==> src/logic/fblk_map.svh <==
// register offsets, command codes and field positions of the flash lock block
`ifndef FBLK_MAP_SVH
`define FBLK_MAP_SVH
// command codes
`define FBLK_CMD_LOCK_SETUP   16'h0060
`define FBLK_CMD_LOCK         16'h0001
`define FBLK_CMD_UNLOCK       16'h00D0
`define FBLK_CMD_LOCKDOWN     16'h002F
`define FBLK_CMD_CFG_READ     16'h0003
`define FBLK_CMD_CFG_ENH      16'h0004
`define FBLK_CMD_OTP_SETUP    16'h00C0
`define FBLK_CMD_READ_ARRAY   16'h00FF
`define FBLK_CMD_READ_STATUS  16'h0070
`define FBLK_CMD_CLEAR_STATUS 16'h0050
`define FBLK_CMD_READ_INFO    16'h0090
`define FBLK_CMD_WORD_PROG    16'h0041
`define FBLK_CMD_BUF_PROG     16'h00E9
`define FBLK_CMD_ERASE        16'h0020
// flash address layout: 4-bit block, 8-bit word offset
`define FBLK_BLOCK_MSB        11
`define FBLK_BLOCK_LSB        8
`define FBLK_LOCK_STATE_OFS   8'h02
// one-time space inside info mode: word offsets 0x40..0xC9
// base sits low so all 138 words fit under an 8-bit offset
`define FBLK_OTP_BASE         8'h40
`define FBLK_OTP_LOCK0        8'h40
`define FBLK_OTP_LOCK1        8'h41
`define FBLK_OTP_DATA0        8'h42
`define FBLK_OTP_WORDS        8'h8A
// status bit positions
`define FBLK_SR_LOCK_ERR      1
`define FBLK_SR_PROG_ERR      4
`define FBLK_SR_READY         7
// host control port offsets
`define FBLK_HOST_ADDR        4'h0
`define FBLK_HOST_DATA        4'h1
`define FBLK_HOST_GO          4'h2
`define FBLK_HOST_STATUS      4'h3
`define FBLK_HOST_RDATA       4'h4
`endif

==> src/logic/fblk_pkg.sv <==
// types shared by both ends of the flash lock link
package fblk_pkg;
    typedef enum logic [2:0]
    {
        FBLK_RD_ARRAY  = 3'b001,
        FBLK_RD_STATUS = 3'b010,
        FBLK_RD_INFO   = 3'b100
    } fblk_rmode_t;
    typedef enum logic [3:0]
    {
        FBLK_IDLE      = 4'b0001,
        FBLK_LOCK_WAIT = 4'b0010,
        FBLK_OTP_WAIT  = 4'b0100,
        FBLK_PROG_WAIT = 4'b1000
    } fblk_cmd_t;
endpackage

==> src/logic/fblk_bus_if.sv <==
// flash bus between the memory controller and the lock block
`timescale 1ns/1ps
interface fblk_bus_if;
    logic [15:0] addr;
    logic [15:0] wdata;
    logic        we;
    logic        re;
    logic [15:0] rdata;
    logic        wp_n;
    modport ctrl (output addr, output wdata, output we, output re, output wp_n, input rdata);
    modport dev  (input addr, input wdata, input we, input re, input wp_n, output rdata);
endinterface

==> src/logic/fblk_dev.sv <==
// flash device end: command decode, block locking and one-time registers
//
// Our own choice: the plain strobed port.
`timescale 1ns/1ps
module fblk_dev
    import fblk_pkg::*;
(
    // clock and reset
    input  wire logic        REF_CLK,
    input  wire logic        RSTN,
    // flash bus
    fblk_bus_if.dev          bus,
    // array engine state
    input  wire logic        ARRAY_BUSY,
    input  wire logic        PROG_SUSPENDED,
    input  wire logic        ERASE_SUSPENDED,
    input  wire logic [3:0]  BUSY_BLOCK,
    // array requests
    output logic             PROG_REQ,
    output logic             BUF_PROG_REQ,
    output logic             ERASE_REQ,
    output logic      [15:0] REQ_ADDR,
    output logic      [15:0] REQ_DATA,
    // configuration and mode
    output logic      [15:0] READ_CONFIG_WORD,
    output logic      [15:0] ENHANCED_CONFIG_WORD,
    output logic      [2:0]  READ_MODE
);
`include "fblk_map.svh"
    parameter logic [63:0] FACTORY_ID = 64'h0123_4567_89AB_CDEF; // arbitrary value
    localparam int NWORDS = 138;

    fblk_cmd_t   state;
    fblk_rmode_t rmode;
    logic [15:0] lock_bit;
    logic [15:0] lockdown;
    logic [15:0] otp [NWORDS];
    logic [7:0]  status;
    logic        wp_s1;
    logic        wp_s2;
    logic [3:0]  blk;
    logic [7:0]  ofs;
    logic [7:0]  otp_idx;
    logic        otp_locked;
    logic        blk_eff_locked;

    function automatic logic [3:0] block_of(input logic [15:0] a);
        return a[`FBLK_BLOCK_MSB:`FBLK_BLOCK_LSB];
    endfunction

    // ==========================================================
    // protect pin synchroniser
    always_ff @(posedge REF_CLK or negedge RSTN)
        if (!RSTN)
        begin
            wp_s1 <= 1'b0;
            wp_s2 <= 1'b0;
        end
        else
        begin
            wp_s1 <= bus.wp_n;
            wp_s2 <= wp_s1;
        end

    assign blk     = block_of(bus.addr);
    assign ofs     = bus.addr[7:0];
    assign otp_idx = 8'(ofs - `FBLK_OTP_BASE);
    assign blk_eff_locked = lock_bit[blk] | (lockdown[blk] & ~wp_s2);
    // guard word zero bit 0 for register zero, word one bits 0..15 for 1..16
    always_comb
    begin
        if (otp_idx == 8'd0 || otp_idx == 8'd1)
            otp_locked = 1'b0;
        else if (otp_idx < 8'd10)
            otp_locked = ~otp[0][0] | (otp_idx < 8'd6);
        else
            otp_locked = ~otp[1][4'((otp_idx - 8'd10) >> 3)];
    end

    // ==========================================================
    // command sequencer
    always_ff @(posedge REF_CLK or negedge RSTN)
        if (!RSTN)
            state <= FBLK_IDLE;
        else if (bus.we)
            case (state)
                FBLK_IDLE:
                    case (bus.wdata)
                        `FBLK_CMD_LOCK_SETUP: state <= FBLK_LOCK_WAIT;
                        `FBLK_CMD_OTP_SETUP:  state <= FBLK_OTP_WAIT;
                        `FBLK_CMD_WORD_PROG:  state <= FBLK_PROG_WAIT;
                        default:              state <= FBLK_IDLE;
                    endcase
                default:
                    state <= FBLK_IDLE;
            endcase

    // ==========================================================
    // read mode per write
    always_ff @(posedge REF_CLK or negedge RSTN)
        if (!RSTN)
            rmode <= FBLK_RD_ARRAY;
        else if (bus.we && state == FBLK_IDLE)
            case (bus.wdata)
                `FBLK_CMD_READ_ARRAY:  rmode <= FBLK_RD_ARRAY;
                `FBLK_CMD_READ_STATUS: rmode <= FBLK_RD_STATUS;
                `FBLK_CMD_READ_INFO:   rmode <= FBLK_RD_INFO;
                `FBLK_CMD_LOCK_SETUP:  rmode <= FBLK_RD_STATUS;
                `FBLK_CMD_WORD_PROG,
                `FBLK_CMD_BUF_PROG,
                `FBLK_CMD_ERASE:       rmode <= FBLK_RD_STATUS;
                default:               rmode <= rmode;
            endcase
    assign READ_MODE = rmode;

    // ==========================================================
    // block lock state
    always_ff @(posedge REF_CLK or negedge RSTN)
        if (!RSTN)
        begin
            lock_bit <= 16'hFFFF;
            lockdown <= 16'h0000;
        end
        else if (bus.we && state == FBLK_LOCK_WAIT && !ARRAY_BUSY && !PROG_SUSPENDED)
        begin
            // takes effect now, erase resumes untouched
            case (bus.wdata)
                `FBLK_CMD_LOCK:     lock_bit[blk] <= 1'b1;
                // unlock confirm, a locked-down block only when protect high
                `FBLK_CMD_UNLOCK:   if (!(lockdown[blk] && !wp_s2)) lock_bit[blk] <= 1'b0;
                `FBLK_CMD_LOCKDOWN: lockdown[blk] <= 1'b1;
                default:            lock_bit <= lock_bit;
            endcase
        end
        // protect low relocks all marked blocks
        else if (!wp_s2)
            lock_bit <= lock_bit | lockdown;

    // ==========================================================
    // configuration words, captured from the address bus
    always_ff @(posedge REF_CLK or negedge RSTN)
        if (!RSTN)
        begin
            READ_CONFIG_WORD     <= 16'h0000;
            ENHANCED_CONFIG_WORD <= 16'h0000;
        end
        else if (bus.we && state == FBLK_LOCK_WAIT)
        begin
            if (bus.wdata == `FBLK_CMD_CFG_READ)
                READ_CONFIG_WORD <= bus.addr;
            if (bus.wdata == `FBLK_CMD_CFG_ENH)
                ENHANCED_CONFIG_WORD <= bus.addr;
        end

    // ==========================================================
    // one-time storage and status flags
    always_ff @(posedge REF_CLK or negedge RSTN)
        if (!RSTN)
        begin
            // guard words plus 17 x 8 data words
            // register zero low half factory, locked by layout
            for (int i = 0; i < NWORDS; i++)
                otp[i] <= 16'hFFFF;
            for (int i = 0; i < 4; i++)
                otp[2 + i] <= FACTORY_ID[16*i +: 16];
            status <= 8'h80;
        end
        else if (bus.we && state == FBLK_OTP_WAIT)
        begin
            // data word goes to the addressed register
            if (ofs < `FBLK_OTP_BASE || otp_idx >= `FBLK_OTP_WORDS)
                status[`FBLK_SR_PROG_ERR] <= 1'b1;
            else if (otp_locked)
            begin
                status[`FBLK_SR_PROG_ERR] <= 1'b1;
                status[`FBLK_SR_LOCK_ERR] <= 1'b1;
            end
            else
                otp[otp_idx] <= otp[otp_idx] & bus.wdata;
        end
        else if (bus.we && state == FBLK_PROG_WAIT && blk_eff_locked)
        begin
            status[`FBLK_SR_PROG_ERR] <= 1'b1;
            status[`FBLK_SR_LOCK_ERR] <= 1'b1;
        end
        else if (bus.we && state == FBLK_IDLE && bus.wdata == `FBLK_CMD_CLEAR_STATUS)
            status <= 8'h80;

    // ==========================================================
    // array requests
    always_ff @(posedge REF_CLK or negedge RSTN)
        if (!RSTN)
        begin
            PROG_REQ     <= 1'b0;
            BUF_PROG_REQ <= 1'b0;
            ERASE_REQ    <= 1'b0;
            REQ_ADDR     <= 16'h0000;
            REQ_DATA     <= 16'h0000;
        end
        else
        begin
            // word program latches on next write, unlocked only
            PROG_REQ     <= bus.we && state == FBLK_PROG_WAIT && !blk_eff_locked;
            BUF_PROG_REQ <= bus.we && state == FBLK_IDLE && bus.wdata == `FBLK_CMD_BUF_PROG && !blk_eff_locked;
            ERASE_REQ    <= bus.we && state == FBLK_IDLE && bus.wdata == `FBLK_CMD_ERASE && !blk_eff_locked
                            && !(ERASE_SUSPENDED && blk == BUSY_BLOCK);
            if (bus.we)
            begin
                REQ_ADDR <= bus.addr;
                REQ_DATA <= bus.wdata;
            end
        end

    // ==========================================================
    // read data, combinational within the read cycle
    always_comb
    begin
        bus.rdata = 16'h0000;
        if (bus.re)
            case (rmode)
                FBLK_RD_STATUS: bus.rdata = {8'h00, status};
                FBLK_RD_INFO:
                    // lock bit on DQ0, lock-down on DQ1
                    if (ofs == `FBLK_LOCK_STATE_OFS)
                        bus.rdata = {14'h0000, lockdown[blk], blk_eff_locked};
                    else if (ofs >= `FBLK_OTP_BASE && otp_idx < `FBLK_OTP_WORDS)
                        bus.rdata = otp[otp_idx];
                    else
                        bus.rdata = 16'h0000;
                default:        bus.rdata = 16'h0000;
            endcase
    end
endmodule

==> src/flat_wrapper.sv <==
// flat-port wrapper written by rule: the top's interface ports become plain ports
module fblk_dev_flat import fblk_pkg::*;
  (REF_CLK, RSTN, ARRAY_BUSY, PROG_SUSPENDED, ERASE_SUSPENDED, BUSY_BLOCK, PROG_REQ, BUF_PROG_REQ, ERASE_REQ, REQ_ADDR, REQ_DATA, READ_CONFIG_WORD, ENHANCED_CONFIG_WORD, READ_MODE, bus_addr, bus_wdata, bus_we, bus_re, bus_wp_n, bus_rdata);
  fblk_bus_if bus_i ();
  input  wire logic REF_CLK;
  input  wire logic RSTN;
  input  wire logic ARRAY_BUSY;
  input  wire logic PROG_SUSPENDED;
  input  wire logic ERASE_SUSPENDED;
  input  wire logic [3:0] BUSY_BLOCK;
  output logic PROG_REQ;
  output logic BUF_PROG_REQ;
  output logic ERASE_REQ;
  output logic      [15:0] REQ_ADDR;
  output logic      [15:0] REQ_DATA;
  output logic      [15:0] READ_CONFIG_WORD;
  output logic      [15:0] ENHANCED_CONFIG_WORD;
  output logic      [2:0] READ_MODE;
  input wire logic [$bits(bus_i.addr)-1:0] bus_addr;
  input wire logic [$bits(bus_i.wdata)-1:0] bus_wdata;
  input wire logic [$bits(bus_i.we)-1:0] bus_we;
  input wire logic [$bits(bus_i.re)-1:0] bus_re;
  input wire logic [$bits(bus_i.wp_n)-1:0] bus_wp_n;
  output wire logic [$bits(bus_i.rdata)-1:0] bus_rdata;
  assign bus_i.addr = bus_addr;
  assign bus_i.wdata = bus_wdata;
  assign bus_i.we = bus_we;
  assign bus_i.re = bus_re;
  assign bus_i.wp_n = bus_wp_n;
  assign bus_rdata = bus_i.rdata;
  fblk_dev u_core (.REF_CLK(REF_CLK), .RSTN(RSTN), .bus(bus_i), .ARRAY_BUSY(ARRAY_BUSY), .PROG_SUSPENDED(PROG_SUSPENDED), .ERASE_SUSPENDED(ERASE_SUSPENDED), .BUSY_BLOCK(BUSY_BLOCK), .PROG_REQ(PROG_REQ), .BUF_PROG_REQ(BUF_PROG_REQ), .ERASE_REQ(ERASE_REQ), .REQ_ADDR(REQ_ADDR), .REQ_DATA(REQ_DATA), .READ_CONFIG_WORD(READ_CONFIG_WORD), .ENHANCED_CONFIG_WORD(ENHANCED_CONFIG_WORD), .READ_MODE(READ_MODE));
endmodule
==> config.mk <==
export PLATFORM = sky130hd
export DESIGN_NAME = fblk_dev_flat
export DESIGN_NICKNAME = d
export VERILOG_FILES = /design/src/logic/fblk_pkg.sv /design/src/logic/fblk_bus_if.sv /design/src/logic/fblk_dev.sv /design/src/flat_wrapper.sv
export VERILOG_INCLUDE_DIRS = /design/src /design/src/logic
export SDC_FILE = /design/constraint.sdc
export NUM_CORES = 2
export LEC_CHECK = 0
export BUFFER_PORTS_ARGS = -buffer_cell sky130_fd_sc_hd__buf_2
export CELL_PAD_IN_SITES_DETAIL_PLACEMENT = 1
export CELL_PAD_IN_SITES_GLOBAL_PLACEMENT = 2
export CORE_MARGIN = 2
export CORE_UTILIZATION = 35
export DETAILED_ROUTE_END_ITERATION = 7
export PLACE_DENSITY_LB_ADDON = 0.05
export SYNTH_ARGS = -nofsm -noshare
export SYNTH_HDL_FRONTEND = slang
export SYNTH_SLANG_ARGS = --single-unit
==> constraint.sdc <==
create_clock -name REF_CLK -period 4.42 [get_ports REF_CLK]
set_input_delay 0.884 -clock REF_CLK [delete_from_list [all_inputs] [get_ports REF_CLK]]
set_output_delay 0.884 -clock REF_CLK [all_outputs]
set_load 0.02 [all_outputs]
Word-level counts from Yosys, hierarchy flattened
Index checks and enable logic that the tools add are counted.
{"block": "classes", "bitwise_logic": 15, "muxes": 35, "eq_ne": 29, "add_sub_neg": 2, "magnitude_cmp": 11, "reduce_logical": 38}
{"operator": "bitwise mux 2208 bit", "n": 1}
{"operator": "2-to-1 mux 16 bit", "n": 9}
{"operator": "binary-select mux 16 bit (select 8 bit)", "n": 1}
{"operator": "demux 16 bit (select 8 bit)", "n": 1}
{"operator": "== test 16 x 8 -> 1 bit, second input constant", "n": 5}
{"operator": "== test 16 x 7 -> 1 bit, second input constant", "n": 4}
{"operator": "case mux 16 bit (2 select lines)", "n": 2}
{"operator": "bitwise OR 16 bit", "n": 3}
{"operator": "bitwise AND 16 bit", "n": 2}
{"operator": "== test 16 x 6 -> 1 bit, second input constant", "n": 2}
{"operator": "logical AND 1 bit", "n": 19}
{"operator": "== test 16 x 1 -> 1 bit, second input constant", "n": 1}
{"operator": "== test 16 x 2 -> 1 bit, second input constant", "n": 1}
{"operator": "== test 16 x 3 -> 1 bit, second input constant", "n": 1}
{"operator": "inverter 16 bit", "n": 1}
{"operator": "2-to-1 mux 1 bit", "n": 13}
{"operator": "binary-select mux 1 bit (select 4 bit)", "n": 3}
{"operator": "case mux 4 bit (3 select lines)", "n": 1}
{"operator": "less-than comparator 4 x 5 -> 1 bit, second input constant", "n": 2}
{"operator": "AND reduction 2 bit", "n": 5}
{"operator": ">= comparator 9 bit, second input constant", "n": 1}
{"operator": "less-than comparator 9 x 1 -> 1 bit, second input constant", "n": 1}
{"operator": "inverter 8 -> 9 bit", "n": 1}
{"operator": "case mux 3 bit (3 select lines)", "n": 1}
{"operator": "34 further kinds", "n": 49}
{"block": "word_totals", "in_bits": 44, "ff_bits": 2318, "out_inout_bits": 86, "wordCells": 283}

Longest topological paths before layout
{"block": "logic_depth", "depth_word": 10, "ltp_mapped": 18, "mapped_depth_nobuf": 9}

Least setup slack after synthesis
Ideal clock, no wire load.
{"block": "synth_timing", "kind": "input-to-output", "startpoint": "in bus_addr[6]", "endpoint": "out bus_rdata[7]", "n_path_buf": 4, "stages": 13, "required_time_ps": 3536, "arrival_time_ps": 3955, "setup_slack_ps": -419, "path_cell_list": "buf_2 > clkinv_1 > clkbuf_1 > ha_1 > nor4b_1 > nand2b_1 > clkbuf_1 > clkbuf_1 > o32ai_1 > a21oi_1 > o211ai_1 > nand2_1 > o31ai_1"}
{"block": "synth_between", "elab_chain_cells": 9, "elab_cells_between_ends": 13, "classes_between": "add/sub (1); order compare (2); eq/ne (1); mux (7); bitwise (1); reduce/logical (1)"}
{"item": "from (decl)", "line_no": "flat_wrapper.sv:19", "rtl": "input wire logic [$bits(bus_i.addr)-1:0] bus_addr;"}
{"item": "subtractor 8 x 7 -> 8 bit (no source line)"}
{"item": "inverter 8 -> 9 bit (implied by the code)", "line_no": "fblk_dev.sv:227", "rtl": "bus.rdata = otp[otp_idx];"}
{"item": "binary-select mux 16 bit (select 8 bit)", "line_no": "fblk_dev.sv:227"}
{"item": "2-to-1 mux 16 bit (implied by the code) (2 in a row)", "line_no": "fblk_dev.sv:227"}
{"item": "2-to-1 mux 16 bit", "line_no": "fblk_dev.sv:226", "rtl": "else if (ofs >= `FBLK_OTP_BASE && otp_idx < `FBLK_OTP_WORDS)"}
{"item": "2-to-1 mux 16 bit (*)", "line_no": "fblk_dev.sv:224", "rtl": "if (ofs == `FBLK_LOCK_STATE_OFS)"}
{"item": "case mux 16 bit (2 select lines) (*)", "line_no": "fblk_dev.sv:220", "rtl": "case (rmode)"}
{"item": "2-to-1 mux 16 bit (*)", "line_no": "fblk_dev.sv:219", "rtl": "if (bus.re)"}
{"item": "to (decl)", "line_no": "flat_wrapper.sv:24", "rtl": "output wire logic [$bits(bus_i.rdata)-1:0] bus_rdata;"}
Every way passes the cells marked *; elsewhere a longest branch is shown, timed or not. The select of a mux whose other input is x is not followed.

Worst setup path in the final report
{"block": "layout_timing", "startpoint": "in bus_addr[1]", "endpoint": "out bus_rdata[1]"}
Same word-level chain as after synthesis.

==> results by stage <==
Clock tree:
- The number of buffers inserted during clock tree synthesis is 284.
- After clock tree synthesis, the clock-pin slew on the worst setup and hold paths is 0.06 ns.
- The clock tree from TritonCTS is built.
- The clock passes through at most 4 buffers.
- The clock sink total is 2318.
- For the worst-skew pair, the clock arrives at the later sink with an insertion delay of 0.93 ns.
- The master cell of the clock root buffer is clkbuf_16.
- The number of hold buffers added after CTS was 0.
- The number of H-tree branching levels is 5.

Setup path:
- The category of the most critical setup path is primary input to output pin.
- The data arrival time of the worst path is between 3 and 4 ns.
- STA puts the critical path data required time at approximately 3.5 ns.
- In this run the register-to-register setup slack is about 0.67 ns.
- The signal on the critical path passes through buf_16 > buf_12 > buf_16 > buf_16 > mux2i_1 > a22o_1 > a221oi_4 > o211ai_1 > buf_4 > a31oi_4 > nand2_2 > o21ai_4 > buf_6 > buf_4.
- The slowest stage of the critical path belongs to the cell a221oi_4.
- STA classifies the critical path startpoint as a primary input.
- For this run, the slowest stage of the critical path takes approximately 0.34 ns.
- The worst path buffer plus inverter count is 7.
- The family of cells with the greatest summed delay on the critical path is compound AO/OA/AOI/OAI gates.
- The category of the worst setup path capture point is an output pin.
- The cell that appears most often on the critical path is buf_16.
- Along the worst path, the maximum fanout reaches 9.

Floorplanning:
- The total die area is 320000 sq um.
- The number of cell rows is 206.
- For this configuration, the core starts out at a cell density of between 30% and 40%.
- The overall die width is ~570 microns.
- The height of the chip is 565 microns.
- Pin placement for this block handled 130 I/O pins.
- The region available for standard cell placement spans 314000 sq um.

Finish:
- Relative to the synthesized area, the layout overhead comes to 26.9%.
- The fraction of layout instances using a drive strength above 1 is 47.6%.
- The post-route cell area is 140000 sq um.
- The final layout contains between 10k and 15k nets.

GRT:
- The number of global-route vias before repair was 89.0k.
- The number of antenna violations at the first check in global routing is 23.
- The maximum number of pins on one net before global-route repair is 123.
- The first-pass GRT wire length is 689000 microns.
- The total routing usage reported by global routing is 30.0%.
- For this run the aggregate overflow at the end of global routing stands at 0.

Synth:
- The number of synthesis warnings is 0.
- The most common cell in the synthesized netlist is dfstp_2.
- The share of the synthesized area in the top cell type is around 52%.
- The number of synthesized flops with an enable pin is 0.
- The number of flip-flops and latches in the synthesized netlist is 2318.
- The synthesized netlist occupies a cell area of between 100000 and 150000 sq um.
- For this run, the register share of the synthesized area comes to 55.1%.
- The number of unique standard cell types used by synthesis is 84.
- Sorting the synthesized cells by area gives the leading types as dfstp_2 52%, mux2i_1 9.3%, o21ai_0 8.3%, mux4_2 6.3%, nand2_1 4.2%.
- The share of flip-flops with an asynchronous set or reset after synthesis is 100%.
- The prevailing post-synth register cell is dfstp_2.
- The number of nets handed over by synthesis was between 9k and 10k.
- Counting every instance in the synthesized netlist gives 9728.
- The biggest area contributor in the post-synthesis netlist is dfstp_2.
- Counting instances in the post-synthesis netlist gives the leading cell types as 2194 x dfstp_2, 1826 x o21ai_0, 1242 x nand2_1.
- The mean post-synth cell area is 11.3 sq um.

Pwr:
- The worst-case vdd ir drop is 0.000283 V.
- The static power due to leakage is roughly 0.059 uW.
- The share of total power dissipated in sequential elements is a little over two fifths.
- The ratio of total power to cell area is between 300 and 400 nW/um^2.
- The internal power of the cells is 37500 uW.
- The proportion of total power due to net switching is 25.7%.
- Combinational logic is responsible for approximately a tenth of the overall power.
- The analysis attributes to net switching a power of 13000 uW.
- The clock network fraction of total power is ~48%.
- The overall power of the completed layout is 50400 uW.

Worst hold path:
- The classification of the worst-slack hold path is primary input to flop.

Timing:
- The remaining max-slew budget at the tightest pin is 31.9%.
- The final count of hold timing violations is 0.
- The ratio of final minimum period to clock period is 106%.
- The final-report setup violation count is 16.
- Setup repair after global routing could not meet its margin everywhere.
- The count of final max-slew check failures was 0.
- Hold timing on the final database bottoms out at a slack of 0.0828 ns.
- Summed over all failing endpoints, the final setup total negative slack is -2.70 ns.
- The worst path setup slack after routing is -0.255 ns.
- The peak clock frequency supported by timing is 214 MHz.
- The smallest clock period supported by the final layout is computed as 4.67 ns.
- The actual transition at the worst max-transition pin is 1.02 ns.
- Across the routed clock network, the largest skew measured is between 0.05 and 0.06 ns.

Drt:
- The vias after detailed routing is roughly 85k.
- The post-route antenna net violation count is 0.
- In the routed layout, each cell is associated on average with a via count of 5.61.
- The number of remaining DRC errors is 0.
- The first routing iteration left 6149 violations.
- The pre-antenna-repair detailed-routing pass consisted of 6 iterations.
- The routed wirelength normalized by instance count is 32.1 microns.
- The total wire length is 485000 microns.

Placed design:
- Once detailed placement completed, the half-perimeter wirelength came to between 300000 and 400000 microns.
- The cell area reported after detailed placement is 126000 sq um.
- The quantity of I/O buffers inserted on ports is 129.
- At the end of routability-driven placement, the weighted congestion stood at 0.896.

Job:
- The tool flagged a number of max-cap violations equal to 0.

Run status:
- The checks that failed: setup timing.
- The flow ran to the end, but the final reports show violations.
-- logic make-up (layout without fill, tap and decap cells) --
family                     after synthesis  after routing  synth area share, %
AOI/OAI and AO/OA                     2568           2568                 13.2
xor gates and xnor gates                 6              6               0.0476
adders and majority gates                6              6               0.0681
buffers and inverters                 1372           2570                 5.67
DFF                                   2318           2318                 55.1
muxes                                 1598           1598                 18.3
other                                    0             19                    0
and+or+nand+nor                       1860           1860                 7.62
-- routing by layer --
metal | up-vias | wire, microns | GRT usage (%)
met4 | 8 | 20000 | 11.5
li1 | 36314 | - | -
met2 | 2141 | 222000 | 47.1
met3 | 643 | 23300 | 4.06
met5 | - | 59 | 0
met1 | 45650 | 219000 | 42.0
-- stage by stage --
| step | std cells | worst slack, ns | utilization [%] |
|---|---|---|---|
| 4_1_cts | 14992 | -0.270 | 44.0 |
| 6_report | 15105 | -0.255 | 44.6 |
| 2_1_floorplan | 9728 | 0.0171 | - |
| 3_5_place_dp | 14384 | -1.52 | 40.1 |
| 5_1_grt | 15090 | -0.251 | 44.6 |
| 3_3_place_gp | 14384 | -1.51 | 40.1 |
-- sequential cells by signal, summed over array words and instances (netlist names), named ones only --
| register | count |
|---|---|
| u_core.BUF_PROG_REQ | 1 |
| u_core.READ_CONFIG_WORD | 16 |
| u_core.status | 2 |
| u_core.wp_s1 | 1 |
| u_core.PROG_REQ | 1 |
| u_core.state | 4 |
| u_core.lockdown | 16 |
| u_core.REQ_DATA | 16 |
| u_core.otp | 2208 |
| u_core.ENHANCED_CONFIG_WORD | 16 |
| u_core.REQ_ADDR | 16 |
| u_core.wp_s2 | 1 |
| u_core.READ_MODE | 3 |
| u_core.ERASE_REQ | 1 |
-- worst paths after layout --
check | start | end | cells after the start
setup / recovery | bus_addr[1] | bus_rdata[1] | 14
hold / removal | bus_wp_n | u_core.wp_s1 | 1
setup reg to reg | u_core.otp[1526] | u_core.otp[1110] | 11
hold reg to reg | u_core.wp_s1 | u_core.wp_s2 | 0
max in group asynchronous | RSTN | u_core.otp[671] | 3
min in group asynchronous | RSTN | u_core.otp[1655] | 1
-- final cells by class --
type / count / area, sq um
clock buffers: 425 / 8450
well taps: 4160 / 5200
flip-flops and latches: 2318 / 60800
repair buffers: 1580 / 17400
clock inverters: 87 / 1070
inverters: 478 / 1800
fillers: 32714 / 174000
multi-input cells: 6038 / 45300
diodes: 19 / 47.5
-- power groups by stage --
stage               sequential (uW)  combinational, uW  clock, uW
floorplan                     21700               1520          0
global placement              21700               4290          0
detailed placement            21700               4330          0
CTS                           21400               4630      24800
global route                  21400               4980      25500
finish                        21400               4810      24200
-- cell usage in the layout (no fill, tap or decap), types with 90 or more instances in the layout --
cell	instances
mux4_2	311
inv_1	476
nand2_1	1226
nand3_1	137
buf_12	357
a22oi_1	219
buf_2	108
clkbuf_16	299
dfstp_2	2194
dfrtp_1	124
nor2_1	90
mux2i_1	999
mux2_2	255
o21ai_0	1815
buf_4	983
-- timing repair --
action | in CTS | in global routing
buffers inserted | 86 | 100
pin swaps | 46 | 72
gates resized for setup | 291 | 189
setup endpoints to repair | 16 | 16
cloned | 16 | 7
Note: power is estimated with default switching activity, not from simulation.
